[config.mk]
export PLATFORM = sky130hd
export DESIGN_NAME = cfr_regs
export DESIGN_NICKNAME = d
export VERILOG_FILES = /design/src/design/cfr_pkg.sv /design/src/design/cfr_fifo.sv /design/src/design/cfr_regs.sv
export SDC_FILE = /design/constraint.sdc
export NUM_CORES = 1
export LEC_CHECK = 0
export BUFFER_PORTS_ARGS = -buffer_cell sky130_fd_sc_hd__buf_2
export CORE_MARGIN = 2
export CORE_UTILIZATION = 60
export CTS_CLUSTER_SIZE = 25
export DETAILED_ROUTE_END_ITERATION = 8
export PLACE_DENSITY_LB_ADDON = 0.3
export SLEW_MARGIN = 20
export SYNTH_ARGS = -nofsm -noshare
export SYNTH_HDL_FRONTEND = slang
export SYNTH_HIERARCHICAL = 1
export SYNTH_SLANG_ARGS = --single-unit
[constraint.sdc]
create_clock -name clk_sys -period 16.84 [get_ports clk_sys]
set_clock_uncertainty 0.2 [all_clocks]
set_input_delay 1.684 -clock clk_sys [delete_from_list [all_inputs] [get_ports clk_sys]]
set_output_delay 1.684 -clock clk_sys [all_outputs]
set_load 0.01 [all_outputs]
[src/design/cfr_pkg.sv]
// constants for the channel filter configuration register set
package cfr_pkg;
	localparam logic [7:0] ADDR_INTERP = 8'h91;
	localparam logic [7:0] ADDR_RSCALE = 8'h92;
	localparam logic [7:0] ADDR_RSVD_A = 8'h93;
	localparam logic [7:0] ADDR_CDEC = 8'h94;
	localparam logic [7:0] ADDR_CSCALE = 8'h95;
	localparam logic [7:0] ADDR_RSVD_B = 8'h96;
	localparam logic [7:0] ADDR_FDEC = 8'hA0;
	localparam logic [7:0] ADDR_FPHASE = 8'hA1;
	localparam logic [7:0] ADDR_FTAPS = 8'hA2;
	localparam logic [7:0] ADDR_FOFFS = 8'hA3;
	localparam logic [7:0] ADDR_FCTRL = 8'hA4;
	localparam logic [7:0] ADDR_CAP_I = 8'hA5;
	localparam logic [7:0] ADDR_CAP_Q = 8'hA6;
	localparam logic [7:0] ADDR_STCNT = 8'hA7;
	localparam logic [7:0] ADDR_MEMST = 8'hA8;
	localparam int RSC_POL_BIT = 11;
	localparam int RSC_WEIGHT_BIT = 10;
	localparam int RSC_HI_MSB = 9;
	localparam int RSC_HI_LSB = 5;
	localparam int RSC_LO_MSB = 4;
	localparam int RSC_LO_LSB = 0;
	localparam int CTL_BYPASS_BIT = 10;
	localparam int CTL_XSRC_BIT = 9;
	localparam int CTL_COEFFICIENT_MEMORY_HALF_BIT = 8;
	localparam int CTL_SHARED_EXP_BIT = 7;
	localparam int CTL_FORCE_SCALE_BIT = 6;
	localparam int CTL_FMT_MSB = 5;
	localparam int CTL_FMT_LSB = 4;
	localparam int CTL_SCALE_MSB = 3;
	localparam int CTL_SCALE_LSB = 0;
	localparam int SER_MAP_BIT = 9;
	localparam int MST_START_BIT = 0;
	localparam int MST_COEFFICIENT_MEMORY_FAIL_BIT = 1;
	localparam int MST_DMEM_FAIL_BIT = 2;
	localparam int MEMTEST_NS = 160000;
	localparam int CLK_NS = 100;
	localparam int MEMTEST_CYCLES = MEMTEST_NS / CLK_NS;
	localparam logic [15:0] MEMTEST_CNT = 16'(MEMTEST_CYCLES);
	localparam int FIFO_DEPTH = 8;
	localparam int FIFO_WIDTH = 32;
	localparam logic [1:0] FMT_FIXED = 2'h0;
	localparam logic [1:0] FMT_8P4 = 2'h1;
	localparam int CH_COUNT = 4;
	typedef enum logic [1:0] {MT_IDLE, MT_RUN} cfr_mt_state_t;
endpackage : cfr_pkg

[src/design/cfr_fifo.sv]
// small valid/ready fifo used in the capture data path
`timescale 1ns/1ns
`default_nettype none
module cfr_fifo #(
	parameter int WIDTH = 32,
	parameter int DEPTH = 8
) (
	input wire logic clk_sys,
	input wire logic arst_n,
	input wire logic in_valid,
	output logic in_ready,
	input wire logic [WIDTH-1:0] in_data,
	output logic out_valid,
	input wire logic out_ready,
	output logic [WIDTH-1:0] out_data
);
	localparam int AW = $clog2(DEPTH);
	logic [WIDTH-1:0] mem [DEPTH];
	logic [AW-1:0] wr_r;
	logic [AW-1:0] rd_r;
	logic [AW:0] cnt_r;
	logic push;
	logic pop;
	assign in_ready = (cnt_r != (AW+1)'(DEPTH));
	assign out_valid = (cnt_r != '0);
	assign push = in_valid && in_ready;
	assign pop = out_valid && out_ready;
	assign out_data = mem[rd_r];
	always_ff @(posedge clk_sys) begin
		if (push) begin
			mem[wr_r] <= in_data;
		end
	end
	always_ff @(posedge clk_sys or negedge arst_n) begin
		if (!arst_n) begin
			wr_r <= '0;
			rd_r <= '0;
			cnt_r <= '0;
		end else begin
			if (push) begin
				wr_r <= (wr_r == AW'(DEPTH-1)) ? '0 : wr_r + 1'b1;
			end
			if (pop) begin
				rd_r <= (rd_r == AW'(DEPTH-1)) ? '0 : rd_r + 1'b1;
			end
			cnt_r <= cnt_r + (AW+1)'(push) - (AW+1)'(pop);
		end
	end
endmodule : cfr_fifo
`default_nettype wire

[src/design/cfr_regs.sv]
// channel filter configuration and observation registers
`timescale 1ns/1ns
`default_nettype none
// Summary of operation
// - interpolation register holds factor minus one, factors 1 to 512
// - resampler scale bit 11 selects input exponent polarity
// - resampler scale bit 10 selects 6.02 or 12.02 dB exponent step
// - scale bits 9-5 used while level indicator active, 4-0 otherwise
// - comb decimation is 8 bits minus one; above 32 is out of range
// - filter decimation 8 bits minus one, up to 256
// - phase may change anytime, loaded at each filter start, kept through sync
// - tap count register holds taps minus one
// - coefficient offset shadowed, copied to pointer when a filter starts
// - control bit 10 bypasses filter, comb output goes to capture registers
// - control bit 9 takes comb input from another channel per fixed table
// - control bit 8 picks coefficient memory half for writes only
// - bit 7 selects shared or independent exponents in float formats
// - bit 6 forces output scale in float formats; overflow clips
// - bits 5-4 select 12+4, 8+4 or fixed point output format
// - bits 3-0 output scale, used in fixed point or when forced
// - map bit set: capture registers present 16 bits of formatted output, or the top 16 comb bits in bypass
// - self-test count sets outputs accumulated; writing it starts self-test
// - memory test started by bit 0 in sleep; fail flags on bits 1, 2
// - map bit clear: capture registers run in signature mode
module cfr_regs #(
	parameter logic [1:0] CHANNEL = 2'h0
) (
	input wire logic clk_sys,
	input wire logic arst_n,
	input wire logic wr_en,
	input wire logic rd_en,
	input wire logic [7:0] addr,
	input wire logic [15:0] wr_data,
	output logic [15:0] rd_data,
	input wire logic map_to_capture,
	input wire logic sleep,
	input wire logic level_indicator_input,
	input wire logic filter_start,
	input wire logic out_strobe,
	input wire logic [23:0] filter_i,
	input wire logic [23:0] filter_q,
	input wire logic [4*24-1:0] comb_i_all,
	input wire logic [4*24-1:0] comb_q_all,
	input wire logic coefficient_memory_fault,
	input wire logic dmem_fault,
	output logic [8:0] resampler_interpolation,
	output logic exp_polarity,
	output logic exp_weight_12db,
	output logic [4:0] resampler_scale_active,
	output logic [7:0] comb_decimation,
	output logic [7:0] comb_scale,
	output logic [7:0] filter_decimation,
	output logic [7:0] filter_phase,
	output logic [7:0] filter_tap_count,
	output logic [7:0] filter_coef_offset,
	output logic [1:0] comb_src_channel,
	output logic coefficient_memory_half,
	output logic filter_bypass,
	output logic memtest_busy,
	output logic selftest_busy
);
	logic [8:0] interp_r;
	logic [11:0] rscale_r;
	logic [7:0] cdec_r;
	logic [7:0] cscale_r;
	logic [7:0] fdec_r;
	logic [7:0] fphase_r;
	logic [7:0] ftaps_r;
	logic [7:0] foffs_r;
	logic [7:0] foffs_work_r;
	logic [7:0] fphase_work_r;
	logic [10:0] fctrl_r;
	logic [15:0] cap_i_r;
	logic [15:0] cap_q_r;
	logic [15:0] stcnt_r;
	logic [15:0] st_left_r;
	logic [2:0] memst_r;
	logic [15:0] mt_cnt_r;
	cfr_pkg::cfr_mt_state_t mt_state_r;
	logic [23:0] src_i;
	logic [23:0] src_q;
	logic [23:0] own_i;
	logic [23:0] own_q;
	logic [15:0] fmt_i;
	logic [15:0] fmt_q;
	logic [15:0] rd_nxt;
	logic fifo_out_valid;
	logic [31:0] fifo_out_data;
	logic [1:0] fmt;
	logic [3:0] oscale;
	always_ff @(posedge clk_sys or negedge arst_n) begin
		if (!arst_n) begin
			interp_r <= '0;
			rscale_r <= '0;
			cdec_r <= '0;
			cscale_r <= '0;
			fdec_r <= '0;
			fphase_r <= '0;
			ftaps_r <= '0;
			foffs_r <= '0;
			fctrl_r <= '0;
			stcnt_r <= '0;
		end else if (wr_en) begin
			unique case (addr)
				cfr_pkg::ADDR_INTERP: interp_r <= wr_data[8:0];
				cfr_pkg::ADDR_RSCALE: rscale_r <= wr_data[11:0];
				cfr_pkg::ADDR_CDEC: cdec_r <= wr_data[7:0];
				cfr_pkg::ADDR_CSCALE: cscale_r <= wr_data[7:0];
				cfr_pkg::ADDR_FDEC: fdec_r <= wr_data[7:0];
				cfr_pkg::ADDR_FPHASE: fphase_r <= wr_data[7:0];
				cfr_pkg::ADDR_FTAPS: ftaps_r <= wr_data[7:0];
				cfr_pkg::ADDR_FOFFS: foffs_r <= wr_data[7:0];
				cfr_pkg::ADDR_FCTRL: fctrl_r <= wr_data[10:0];
				cfr_pkg::ADDR_STCNT: stcnt_r <= wr_data;
				default: ;
			endcase
		end
	end
	// shadowed offset and phase only move at a filter start so a running filter is undisturbed
	always_ff @(posedge clk_sys or negedge arst_n) begin
		if (!arst_n) begin
			foffs_work_r <= '0;
			fphase_work_r <= '0;
		end else if (filter_start) begin
			foffs_work_r <= foffs_r;
			fphase_work_r <= fphase_r;
		end
	end
	assign resampler_interpolation = interp_r;
	assign exp_polarity = rscale_r[cfr_pkg::RSC_POL_BIT];
	assign exp_weight_12db = rscale_r[cfr_pkg::RSC_WEIGHT_BIT];
	assign resampler_scale_active = level_indicator_input ?
		rscale_r[cfr_pkg::RSC_HI_MSB:cfr_pkg::RSC_HI_LSB] :
		rscale_r[cfr_pkg::RSC_LO_MSB:cfr_pkg::RSC_LO_LSB];
	assign comb_decimation = cdec_r;
	assign comb_scale = cscale_r;
	assign filter_decimation = fdec_r;
	assign filter_phase = fphase_work_r;
	assign filter_tap_count = ftaps_r;
	assign filter_coef_offset = foffs_work_r;
	assign coefficient_memory_half = fctrl_r[cfr_pkg::CTL_COEFFICIENT_MEMORY_HALF_BIT];
	assign filter_bypass = fctrl_r[cfr_pkg::CTL_BYPASS_BIT];
	always_comb begin
		comb_src_channel = CHANNEL;
		if (fctrl_r[cfr_pkg::CTL_XSRC_BIT]) begin
			comb_src_channel = (CHANNEL == 2'h1) ? 2'h0 : 2'h1;
		end
	end
	assign own_i = comb_i_all[comb_src_channel*24 +: 24];
	assign own_q = comb_q_all[comb_src_channel*24 +: 24];
	assign src_i = filter_bypass ? own_i : filter_i;
	assign src_q = filter_bypass ? own_q : filter_q;
	assign fmt = fctrl_r[cfr_pkg::CTL_FMT_MSB:cfr_pkg::CTL_FMT_LSB];
	assign oscale = fctrl_r[cfr_pkg::CTL_SCALE_MSB:cfr_pkg::CTL_SCALE_LSB];
	function automatic logic [3:0] cfr_lead(input logic [23:0] v);
		logic [23:0] m;
		logic [3:0] e;
		m = v[23] ? ~v : v;
		e = '0;
		for (int k = 0; k < 15; k++) begin
			if (m[k+8]) begin
				e = 4'(k + 1);
			end
		end
		return e;
	endfunction : cfr_lead
	function automatic logic [15:0] cfr_clip(input logic [23:0] v, input logic [3:0] s,
		input logic [4:0] w);
		logic [23:0] sh;
		logic [23:0] lim;
		sh = 24'($signed(v) >>> (4'hF - s)) ;
		lim = (24'h1 << (w - 5'h1)) - 24'h1;
		if ($signed(sh) > $signed(lim)) begin
			sh = lim;
		end else if ($signed(sh) < $signed(~lim)) begin
			sh = ~lim;
		end
		return sh[15:0];
	endfunction : cfr_clip
	always_comb begin
		logic [3:0] ei;
		logic [3:0] eq;
		logic [3:0] es;
		logic [4:0] mw;
		logic [15:0] ci;
		logic [15:0] cq;
		ei = cfr_lead(src_i);
		eq = cfr_lead(src_q);
		es = (ei > eq) ? ei : eq;
		mw = fmt[1] ? 5'hC : 5'h8;
		if (fctrl_r[cfr_pkg::CTL_SHARED_EXP_BIT]) begin
			ei = es;
			eq = es;
		end
		if (fctrl_r[cfr_pkg::CTL_FORCE_SCALE_BIT]) begin
			ei = oscale;
			eq = oscale;
		end
		// a function result cannot be part-selected, so the clipped words land here first
		ci = cfr_clip(src_i, ei, mw);
		cq = cfr_clip(src_q, eq, mw);
		if (filter_bypass) begin
			// bypassed comb data skips the formatter and shows its top sixteen bits
			fmt_i = src_i[23:8];
			fmt_q = src_q[23:8];
		end else if (fmt == cfr_pkg::FMT_FIXED) begin
			fmt_i = cfr_clip(src_i, oscale, 5'h10);
			fmt_q = cfr_clip(src_q, oscale, 5'h10);
		end else if (fmt == cfr_pkg::FMT_8P4) begin
			fmt_i = {4'h0, ci[7:0], ei};
			fmt_q = {4'h0, cq[7:0], eq};
		end else begin
			fmt_i = {ci[11:0], ei};
			fmt_q = {cq[11:0], eq};
		end
	end
	// outputs pass a fifo; it only drains into the map view, one entry per cycle, whether or not the host has read i and q yet
	cfr_fifo #(
		.WIDTH(cfr_pkg::FIFO_WIDTH),
		.DEPTH(cfr_pkg::FIFO_DEPTH)
	) u_fifo (
		.clk_sys(clk_sys),
		.arst_n(arst_n),
		.in_valid(out_strobe && map_to_capture),
		.in_ready(),
		.in_data({fmt_i, fmt_q}),
		.out_valid(fifo_out_valid),
		.out_ready(map_to_capture),
		.out_data(fifo_out_data)
	);
	always_ff @(posedge clk_sys or negedge arst_n) begin
		if (!arst_n) begin
			cap_i_r <= '0;
			cap_q_r <= '0;
			st_left_r <= '0;
		end else if (map_to_capture) begin
			if (fifo_out_valid) begin
				cap_i_r <= fifo_out_data[31:16];
				cap_q_r <= fifo_out_data[15:0];
			end
		end else if (wr_en && addr == cfr_pkg::ADDR_STCNT) begin
			cap_i_r <= '0;
			cap_q_r <= '0;
			st_left_r <= wr_data;
		end else if (out_strobe && st_left_r != '0) begin
			cap_i_r <= {cap_i_r[14:0], cap_i_r[15] ^ cap_i_r[4]} ^ src_i[23:8];
			cap_q_r <= {cap_q_r[14:0], cap_q_r[15] ^ cap_q_r[4]} ^ src_q[23:8];
			st_left_r <= st_left_r - 16'h1;
		end
	end
	assign selftest_busy = (st_left_r != '0) && !map_to_capture;
	always_ff @(posedge clk_sys or negedge arst_n) begin
		if (!arst_n) begin
			mt_state_r <= cfr_pkg::MT_IDLE;
			mt_cnt_r <= '0;
			memst_r <= '0;
		end else begin
			unique case (mt_state_r)
				cfr_pkg::MT_IDLE: begin
					if (wr_en && addr == cfr_pkg::ADDR_MEMST && sleep
						&& wr_data[cfr_pkg::MST_START_BIT]) begin
						mt_state_r <= cfr_pkg::MT_RUN;
						mt_cnt_r <= cfr_pkg::MEMTEST_CNT;
						memst_r <= 3'h1;
					end
				end
				cfr_pkg::MT_RUN: begin
					mt_cnt_r <= mt_cnt_r - 16'h1;
					if (coefficient_memory_fault) begin
						memst_r[cfr_pkg::MST_COEFFICIENT_MEMORY_FAIL_BIT] <= 1'b1;
					end
					if (dmem_fault) begin
						memst_r[cfr_pkg::MST_DMEM_FAIL_BIT] <= 1'b1;
					end
					if (mt_cnt_r == 16'h1) begin
						mt_state_r <= cfr_pkg::MT_IDLE;
						memst_r[cfr_pkg::MST_START_BIT] <= 1'b0;
					end
				end
			endcase
		end
	end
	assign memtest_busy = (mt_state_r == cfr_pkg::MT_RUN);
	always_comb begin
		rd_nxt = '0;
		unique case (addr)
			cfr_pkg::ADDR_INTERP: rd_nxt = {7'h00, interp_r};
			cfr_pkg::ADDR_RSCALE: rd_nxt = {4'h0, rscale_r};
			cfr_pkg::ADDR_CDEC: rd_nxt = {8'h00, cdec_r};
			cfr_pkg::ADDR_CSCALE: rd_nxt = {8'h00, cscale_r};
			cfr_pkg::ADDR_FDEC: rd_nxt = {8'h00, fdec_r};
			cfr_pkg::ADDR_FPHASE: rd_nxt = {8'h00, fphase_r};
			cfr_pkg::ADDR_FTAPS: rd_nxt = {8'h00, ftaps_r};
			cfr_pkg::ADDR_FOFFS: rd_nxt = {8'h00, foffs_r};
			cfr_pkg::ADDR_FCTRL: rd_nxt = {5'h00, fctrl_r};
			cfr_pkg::ADDR_CAP_I: rd_nxt = cap_i_r;
			cfr_pkg::ADDR_CAP_Q: rd_nxt = cap_q_r;
			cfr_pkg::ADDR_STCNT: rd_nxt = stcnt_r;
			cfr_pkg::ADDR_MEMST: rd_nxt = {13'h0000, memst_r};
			default: rd_nxt = '0;
		endcase
	end
	always_ff @(posedge clk_sys or negedge arst_n) begin
		if (!arst_n) begin
			rd_data <= '0;
		end else if (rd_en) begin
			rd_data <= rd_nxt;
		end
	end
endmodule : cfr_regs
`default_nettype wire

After elaboration in Yosys (flattened, before gate mapping)
Memory sizes are Yosys's and may differ from the RTL's.
Index checks and enable logic that the tools add are counted.
W data, S select, Z words.

operators by class
  bitwise gates (word level) = 8
  divide/modulo/power cells = 0
  mux-type cells = 81
  reduce and logical (&&, ||, !) cells = 31
  shift operators = 7
  add/sub/neg operators = 11
  multipliers = 1
  magnitude comparators = 9
  eq/ne operators = 24

operator list
  kind                     count
  $mux W16                 21
  $pmux W16 S13            1
  $shiftx A96 B8 Y24       2
  $mux W4                  33
  $eq A8 B8 Y1 const B     13
  $sshr A24 B4 Y24         4
  $gt A24 B16 Y1 const B   2
  $gt A24 B24 Y1           2
  $lt A24 B16 Y1 const B   2
  $lt A24 B24 Y1           2
  $mux W12                 4
  $mux W24                 2
  $mux W23                 2
  $not A23 Y23             2
  $pmux W16 S2             1
  $sub A16 B1 Y16 const B  2
  $xor A16 B16 Y16         2
  $reduce_and A2 Y1        15
  $not A24 Y24             1
  $shl A1 B5 Y24 const A   1
  $sub A24 B1 Y24 const B  1
  $eq A16 B1 Y1 const B    1
  $reduce_bool A16 Y1      1
  $mux W3                  4
  25 further kinds         51

word-level totals
  bits in writable memories = 256
  memories = 1
  bits in latches = 0
  input bits = 275
  register bits = 207
  ROM bits = 0

memory list
  memory      depth  bits a word  rd ports  clocked after memory_dff  write ports  line            text
  u_fifo.mem  8      32           1         0                         1            cfr_fifo.sv:18  logic [WIDTH-1:0] mem [DEPTH];

Depth between registers and ports, before layout
  word-level depth = 33
  mapped depth = 37

Modules after synthesis
The synthesis kept the hierarchy.

modules (own cells, without submodules)
  module    sequential area each (um^2)  cells an instance  area each (um^2)  instances
  cfr_regs  4,879.7                      2,110              17,503.0          1
  cfr_fifo  7,937.6                      426                10,223.6          1

Worst setup path before layout
No wires, ideal clock.

  path kind = in2reg
  start = input port comb_i_all[47]
  end = memory u_fifo.mem[0][23], data pin
  setup time = 0.307 ns
  cell stages on the path = 30
  path buffers = 4
  path slack = 8.058 ns
  arrival time = 8.276 ns
  cell sequence = mux2_2 a21bo_2 buf_2 nor3_1 o21ai_0 a221o_1 ha_1 nor2b_1 o21a_1 o21ai_0 a21oi_1 o211a_1 and3_1 buf_2 nor2_4 buf_4 buf_2 nand2_1 a31oi_1 mux2_2 nor2_1 a31oi_1 ha_1 nor3_1 o211ai_1 or4_1 o41a_1 o41ai_4 and3_1 a221oi_1

on the way
  cells in the longest elaborated chain, start to end = 30

ends and longest elaborated chain
  element                 line             text
  start: declaration      cfr_regs.sv:42   input wire logic [4*24-1:0] comb_i_all,
  $shiftx A96 B8 Y24 (*)  cfr_regs.sv:149  assign own_i = comb_i_all[comb_src_channel*24 +: 24];
  $mux W24 (*)            cfr_regs.sv:151  assign src_i = filter_bypass ? own_i : filter_i;
  $mux W23                cfr_regs.sv:158  m = v[23] ? ~v : v;
  $mux W1                 cfr_regs.sv:161  if (m[k+8]) begin
  $mux W4 (14 in series)  cfr_regs.sv:161
  $gt A4 B4 Y1            cfr_regs.sv:189  es = (ei > eq) ? ei : eq;
  $mux W4                 cfr_regs.sv:189
  $mux W4                 cfr_regs.sv:191  if (fctrl_r[cfr_pkg::CTL_SHARED_EXP_BIT]) begin
  [2 not listed]          -
  $sshr A24 B4 Y24        cfr_regs.sv:171  sh = 24'($signed(v) >>> (4'hF - s)) ;
  $lt A24 B24 Y1          cfr_regs.sv:175  end else if ($signed(sh) < $signed(~lim)) begin
  $mux W12                cfr_regs.sv:175
  $mux W12                cfr_regs.sv:173  if ($signed(sh) > $signed(lim)) begin
  $mux W16                cfr_regs.sv:209  end else if (fmt == cfr_pkg::FMT_8P4) begin
  $mux W16                cfr_regs.sv:206  end else if (fmt == cfr_pkg::FMT_FIXED) begin
  $mux W16 (*)            cfr_regs.sv:202  if (filter_bypass) begin
  net fmt_i[7]            cfr_regs.sv:84   logic [15:0] fmt_i;
  end: declaration        cfr_fifo.sv:18

Mark *: on every way through the listed nets, which the timed path passes. The rest lies on a longest branch.

Worst setup path in the final report
  start = register fctrl_r[10]
  end = memory u_fifo.mem[0][27], data pin

on the way
  cells in the longest elaborated chain, start to end = 30

ends and longest elaborated chain
  element                      line                              text
  start: declaration           cfr_regs.sv:72                    logic [10:0] fctrl_r;
  start signal: assignment     cfr_regs.sv:113                   cfr_pkg::ADDR_FCTRL: fctrl_r <= wr_data[10:0];
  $mux W24 (on tied branches)  cfr_regs.sv:151, cfr_regs.sv:152
  $not A23 Y23                 cfr_regs.sv:158
  $mux W23                     cfr_regs.sv:158
  $mux W1                      cfr_regs.sv:161
  $mux W4 (14 in series)       cfr_regs.sv:161
  $gt A4 B4 Y1                 cfr_regs.sv:189
  $mux W4                      cfr_regs.sv:189
  $mux W4                      cfr_regs.sv:191
  [2 not listed]               -
  $sshr A24 B4 Y24             cfr_regs.sv:171
  $lt A24 B24 Y1               cfr_regs.sv:175
  $mux W12                     cfr_regs.sv:175
  $mux W12                     cfr_regs.sv:173
  $mux W16                     cfr_regs.sv:209
  $mux W16                     cfr_regs.sv:206
  $mux W16 (*)                 cfr_regs.sv:202
  net fmt_i[11]                cfr_regs.sv:84

Marked as above.

==> impl_results.html <==
<table>
<tr><th>Metric</th><th>Value</th></tr>
<tr><th colspan="2">Floorplanning</th></tr>
<tr><td>Vertical die dimension</td><td>219 um</td></tr>
<tr><td>Row count</td><td>78</td></tr>
<tr><td>Die width</td><td>219 um</td></tr>
<tr><td>Area of the die</td><td>0.0479 mm2</td></tr>
<tr><td>Boundary pin count</td><td>361</td></tr>
<tr><td>Core region area</td><td>0.0455 mm2</td></tr>
<tr><td>Initial core utilization</td><td>61.0%</td></tr>
<tr><th colspan="2">Placed design</th></tr>
<tr><td>Placer congestion estimate</td><td>0.959</td></tr>
<tr><td>Detailed placer's ending HPWL</td><td>59700 um</td></tr>
<tr><td>IO buf count</td><td>263</td></tr>
<tr><td>DP Area</td><td>0.0293 mm2</td></tr>
<tr><th colspan="2">Clocking</th></tr>
<tr><td>TritonCTS Sinks</td><td>461</td></tr>
<tr><td>PostCTS Resize Cnt</td><td>0</td></tr>
<tr><td>Num CTS Buffers</td><td>43</td></tr>
<tr><td>H-Tree Depth</td><td>2</td></tr>
<tr><td>TritonCTS clock tree</td><td>done</td></tr>
<tr><td>Clock-pin transition on the worst setup and hold timing paths</td><td>70 ps</td></tr>
<tr><td>Hold bufs inserted after CTS</td><td>0</td></tr>
<tr><td>Worst-skew pair later-pin latency</td><td>560 ps</td></tr>
<tr><td>Maximum clock insertion buffer count</td><td>3</td></tr>
<tr><td>Number of setup buffers added after CTS</td><td>0</td></tr>
<tr><td>Root buf cell</td><td>sky130_fd_sc_hd__clkbuf_16</td></tr>
<tr><th colspan="2">Finish</th></tr>
<tr><td>Number of antenna repair diodes</td><td>0</td></tr>
<tr><td>Total area of multi-input combinational cells</td><td>0.0140 mm2</td></tr>
<tr><td>Area taken by flip-flops and latches</td><td>0.0128 mm2</td></tr>
<tr><td>Net count of the finished layout</td><td>3012</td></tr>
<tr><td>Fill count</td><td>3292</td></tr>
<tr><td>Fraction of layout instances using a drive strength above 1</td><td>25.7%</td></tr>
<tr><td>Layout overhead on the synthesized area</td><td>10.9%</td></tr>
<tr><td>Design Area, Final</td><td>0.0308 mm2</td></tr>
<tr><th colspan="2">Synth</th></tr>
<tr><td>Sequential-to-total area share from yosys stat</td><td>around 46%</td></tr>
<tr><td>Number of warnings reported in the yosys synthesis log</td><td>6</td></tr>
<tr><td>Compound-Gate Fraction of Synth Area</td><td>16.3%</td></tr>
<tr><td>Number of cells produced by synthesis</td><td>~2500</td></tr>
<tr><td>Combinational family with the most area after synthesis</td><td>multiplexers</td></tr>
<tr><td>Mapped cell area</td><td>around 0.028 mm2</td></tr>
<tr><td>Total nets after synthesis</td><td>roughly 2800</td></tr>
<tr><td>Arithmetic-cell share of the synthesized area counting full adders, half adders and majority gates</td><td>1.74%</td></tr>
<tr><td>Count of cell types in the netlist</td><td>94</td></tr>
<tr><td>Post-synth EDFFs</td><td>256</td></tr>
<tr><td>Dominant register cell in the synthesized netlist</td><td>sky130_fd_sc_hd__edfxtp_1</td></tr>
<tr><td>Average cell area after synthesis</td><td>10.9 um2</td></tr>
<tr><td>Proportion of synthesized flip-flops having asynchronous set or reset</td><td>44.5%</td></tr>
<tr><td>Xor and xnor area share after synthesis</td><td>1.26%</td></tr>
<tr><td>Cell types occupying the most area after synthesis</td><td>sky130_fd_sc_hd__edfxtp_1 (28%), sky130_fd_sc_hd__dfrtp_1 (19%), sky130_fd_sc_hd__mux2_2 (7.5%)</td></tr>
<tr><td>Simple logic cell fraction of the synthesized area</td><td>10.5%</td></tr>
<tr><td>Multiplexer share of the synthesized area</td><td>20.2%</td></tr>
<tr><td>Library cell with the largest summed area after synthesis</td><td>sky130_fd_sc_hd__edfxtp_1</td></tr>
<tr><td>Share of Yosys cell area claimed by the top area cell type</td><td>27.7%</td></tr>
<tr><td>Register bit count reported by yosys</td><td>461</td></tr>
<tr><th colspan="2">Worst setup path</th></tr>
<tr><td>Endpoint type of the worst setup path</td><td>register</td></tr>
<tr><td>Worst Path Class, Setup</td><td>register to register</td></tr>
<tr><td>Worst Reg2Reg Path Length in Cells</td><td>25</td></tr>
<tr><td>CP max FO</td><td>86</td></tr>
<tr><td>CP Launch Type</td><td>register</td></tr>
<tr><td>Required time of the critical path</td><td>16910 ps</td></tr>
<tr><td>Worst Path Arrival</td><td>11160 ps</td></tr>
<tr><td>Number of buffer and inverter instances along the worst setup path</td><td>1</td></tr>
<tr><td>Critical Path Max Stage Delay</td><td>890 ps</td></tr>
<tr><td>Number of cells on the critical path</td><td>25</td></tr>
<tr><td>CP delay by family, top</td><td>compound AO/OA/AOI/OAI gates</td></tr>
<tr><td>Slowest cell on the critical path</td><td>sky130_fd_sc_hd__a21o_1</td></tr>
<tr><th colspan="2">Drt</th></tr>
<tr><td>DR vias/cell</td><td>6.92</td></tr>
<tr><td>Iteration-0 DRC count of the detailed router</td><td>between 2000 and 3000</td></tr>
<tr><td>Number of nets with antenna violations after routing</td><td>0</td></tr>
<tr><td>Routed length per instance</td><td>between 20 and 30 um</td></tr>
<tr><td>Detailed-route via count</td><td>~23000</td></tr>
<tr><td>First-pass iteration count of the detailed router</td><td>5</td></tr>
<tr><td>Total routed wirelength</td><td>87800 um</td></tr>
<tr><td>Post-route DRC violation count</td><td>0</td></tr>
<tr><th colspan="2">Timing</th></tr>
<tr><td>Setup repair after global routing missed its margin</td><td>no</td></tr>
<tr><td>Normalized max-slew margin</td><td>about a quarter</td></tr>
<tr><td>Upper clock frequency limit</td><td>90.2 MHz</td></tr>
<tr><td>Number of slew-limit violations in the final report</td><td>0</td></tr>
<tr><td>Period Utilization, post-route</td><td>65.9%</td></tr>
<tr><td>Final setup TNS</td><td>0 ps</td></tr>
<tr><td>Final critical path time including I/O delays and setup</td><td>between 10000 and 15000 ps</td></tr>
<tr><td>Hold violation count in the final report</td><td>0</td></tr>
<tr><td>Slew @ Worst Pin</td><td>1150 ps</td></tr>
<tr><td>Final setup fails</td><td>0</td></tr>
<tr><th colspan="2">Power and ir drop</th></tr>
<tr><td>Part of the total power dissipated in combinational logic</td><td>31.3%</td></tr>
<tr><td>PD cells</td><td>between 100 and 150 mW/mm2</td></tr>
<tr><td>Lkg Pwr</td><td>12.1 nW</td></tr>
<tr><td>Post-layout power</td><td>3.61 mW</td></tr>
<tr><td>Part of the total power dissipated in sequential elements</td><td>approximately two fifths</td></tr>
<tr><td>Worst IR Drop VDD</td><td>0.123 mV</td></tr>
<tr><td>Switch Pwr</td><td>roughly 1.2 mW</td></tr>
<tr><td>Internal Pwr Total</td><td>2.41 mW</td></tr>
<tr><td>Clk pwr share</td><td>~27%</td></tr>
<tr><td>Switching share of power</td><td>between 30% and 40%</td></tr>
<tr><th colspan="2">Hold path</th></tr>
<tr><td>Hold Path Cell Cnt</td><td>2</td></tr>
<tr><td>Kind of path behind the tightest hold check</td><td>register to register</td></tr>
<tr><th colspan="2">Global route</th></tr>
<tr><td>All-Layer GR Usage</td><td>36.2%</td></tr>
<tr><td>Peak-usage layer in the global routing report</td><td>met2</td></tr>
<tr><td>Initial antenna violation count</td><td>1</td></tr>
<tr><td>GR Layer Usage met2</td><td>59.4%</td></tr>
<tr><td>Met1 Resource Use GR</td><td>48.4%</td></tr>
<tr><td>Total congestion overflow</td><td>0</td></tr>
<tr><td>Vias in the first global route</td><td>22200</td></tr>
<tr><td>GRT met3 Usage</td><td>5.52%</td></tr>
<tr><td>First-pass GRT wire length</td><td>131000 um</td></tr>
<tr><td>Pin count of the biggest net entering global routing</td><td>90</td></tr>
<tr><th colspan="2">Status</th></tr>
<tr><td>Outcome</td><td>completed</td></tr>
<tr><th colspan="2">Flow run</th></tr>
<tr><td>Max-cap viol count</td><td>0</td></tr>
</table>
==> Yosys cell counts, drive strengths merged, types with 6 or more instances <==
library cell	instances
edfxtp	256
nand2	232
a21oi	210
nor2	209
dfrtp	205
mux2	188
mux2i	141
o21ai	136
clkbuf	128
mux4	90
a22oi	75
buf	70
nor3	61
o211ai	56
nand3	45
ha	37
xnor2	35
a21o	34
inv	30
a211oi	29
o22ai	21
a31oi	20
nor4	19
nand2b	12
nand4	12
nor2b	11
or3	11
and3	10
a221oi	9
and2	9
o221ai	9
o21a	8
or2	8
a211o	7
a22o	6
a311oi	6
==> placed cells by master (no fill, tap or decap), drive strengths merged, types with 6 or more instances in the layout <==
cell    count
a211o       7
a211oi     29
a21o       34
a21oi     210
a221oi      9
a22o        6
a22oi      75
a311oi      6
a31oi      20
and2        9
and3       10
buf       313
clkbuf     65
clkinv     10
dfrtp     205
edfxtp    256
ha         37
inv        32
mux2      188
mux2i     141
mux4       90
nand2     232
nand2b     12
nand3      45
nand4      12
nor2      209
nor2b      11
nor3       61
nor4       19
o211ai     56
o21a        8
o21ai     136
o221ai      9
o22ai      21
or2         8
or3        11
xnor2      35
==> power groups by stage <==
stage	Combinational (mW)	Clock [mW]	Sequential (mW)
5_1_grt	1.21	1.01	1.53
3_3_place_gp	1.06	0	1.52
6_report	1.13	0.968	1.51
2_1_floorplan	0.824	0	1.46
4_1_cts	1.12	0.971	1.51
3_5_place_dp	1.10	0	1.53
==> per-layer routing <==
metal  part of all wire [%]  up-vias
met5                      0        -
met4                    4.7        0
li1                       -     9997
met3                    9.7      274
met1                     38    11300
met2                     48     1526
==> area by class of cell <==
| cell class | instances | share of cell area [%] |
|---|---|---|
| Clock buffer | 62 | 3.97 |
| Clock inverter | 15 | 0.513 |
| Inverter | 30 | 0.366 |
| Multi-Input combinational cell | 1847 | 45.4 |
| Sequential cell | 461 | 41.7 |
| Tap cell | 600 | 2.44 |
| Timing Repair Buffer | 316 | 5.59 |
==> tightest hold or removal path, cell delays in order, from the launching register on <==
cell and delay (ps):
sky130_fd_sc_hd__dfrtp_1 340, sky130_fd_sc_hd__nand2_1 50, sky130_fd_sc_hd__nand2_1 50
==> cells by family (layout without fill, tap and decap cells) <==
logic type      Yosys count  after routing
simple gates            657            657
compound gates          692            692
fa+ha+maj                38             38
other cells               1              1
buf+inv                 228            423
xor+xnor                 40             40
mux                     419            419
flops                   461            461
==> through the flow <==
step                      setup WS (ps)  cells  util (%)  hold WS [ps]
after floorplan                    8060   2536         -           233
after global placement             6050   3249      64.5           246
after detailed placement           5960   3250      64.5           256
after CTS                          6060   3327      67.5           269
after global routing               5440   3331      67.6           304
final                              5750   3331      67.6           271
==> registers in the layout, summed over array words and instances (netlist names), 9 cells and up <==
signal / cells
resampler_interpolation: 9
u_fifo/mem: 256
st_left_r: 16
cap_q_r: 16
cap_i_r: 16
mt_cnt_r: 16
rd_data: 16
rscale_r: 12
fctrl_r: 11
stcnt_r: 16
==> worst paths after layout <==
kind,endpoint,start,slack (ps)
worst max-delay path,u_fifo/mem[0][27],fctrl_r[10],5750
worst min-delay path,stcnt_r[1],stcnt_r[1],270
worst max register to register,u_fifo/mem[0][27],fctrl_r[10],5750
worst min register to register,stcnt_r[1],stcnt_r[1],270
max in group asynchronous,fctrl_r[10],arst_n,13240
min in group asynchronous,u_fifo/cnt_r[3],arst_n,960
No activity file was read; power rests on OpenSTA's default activity.
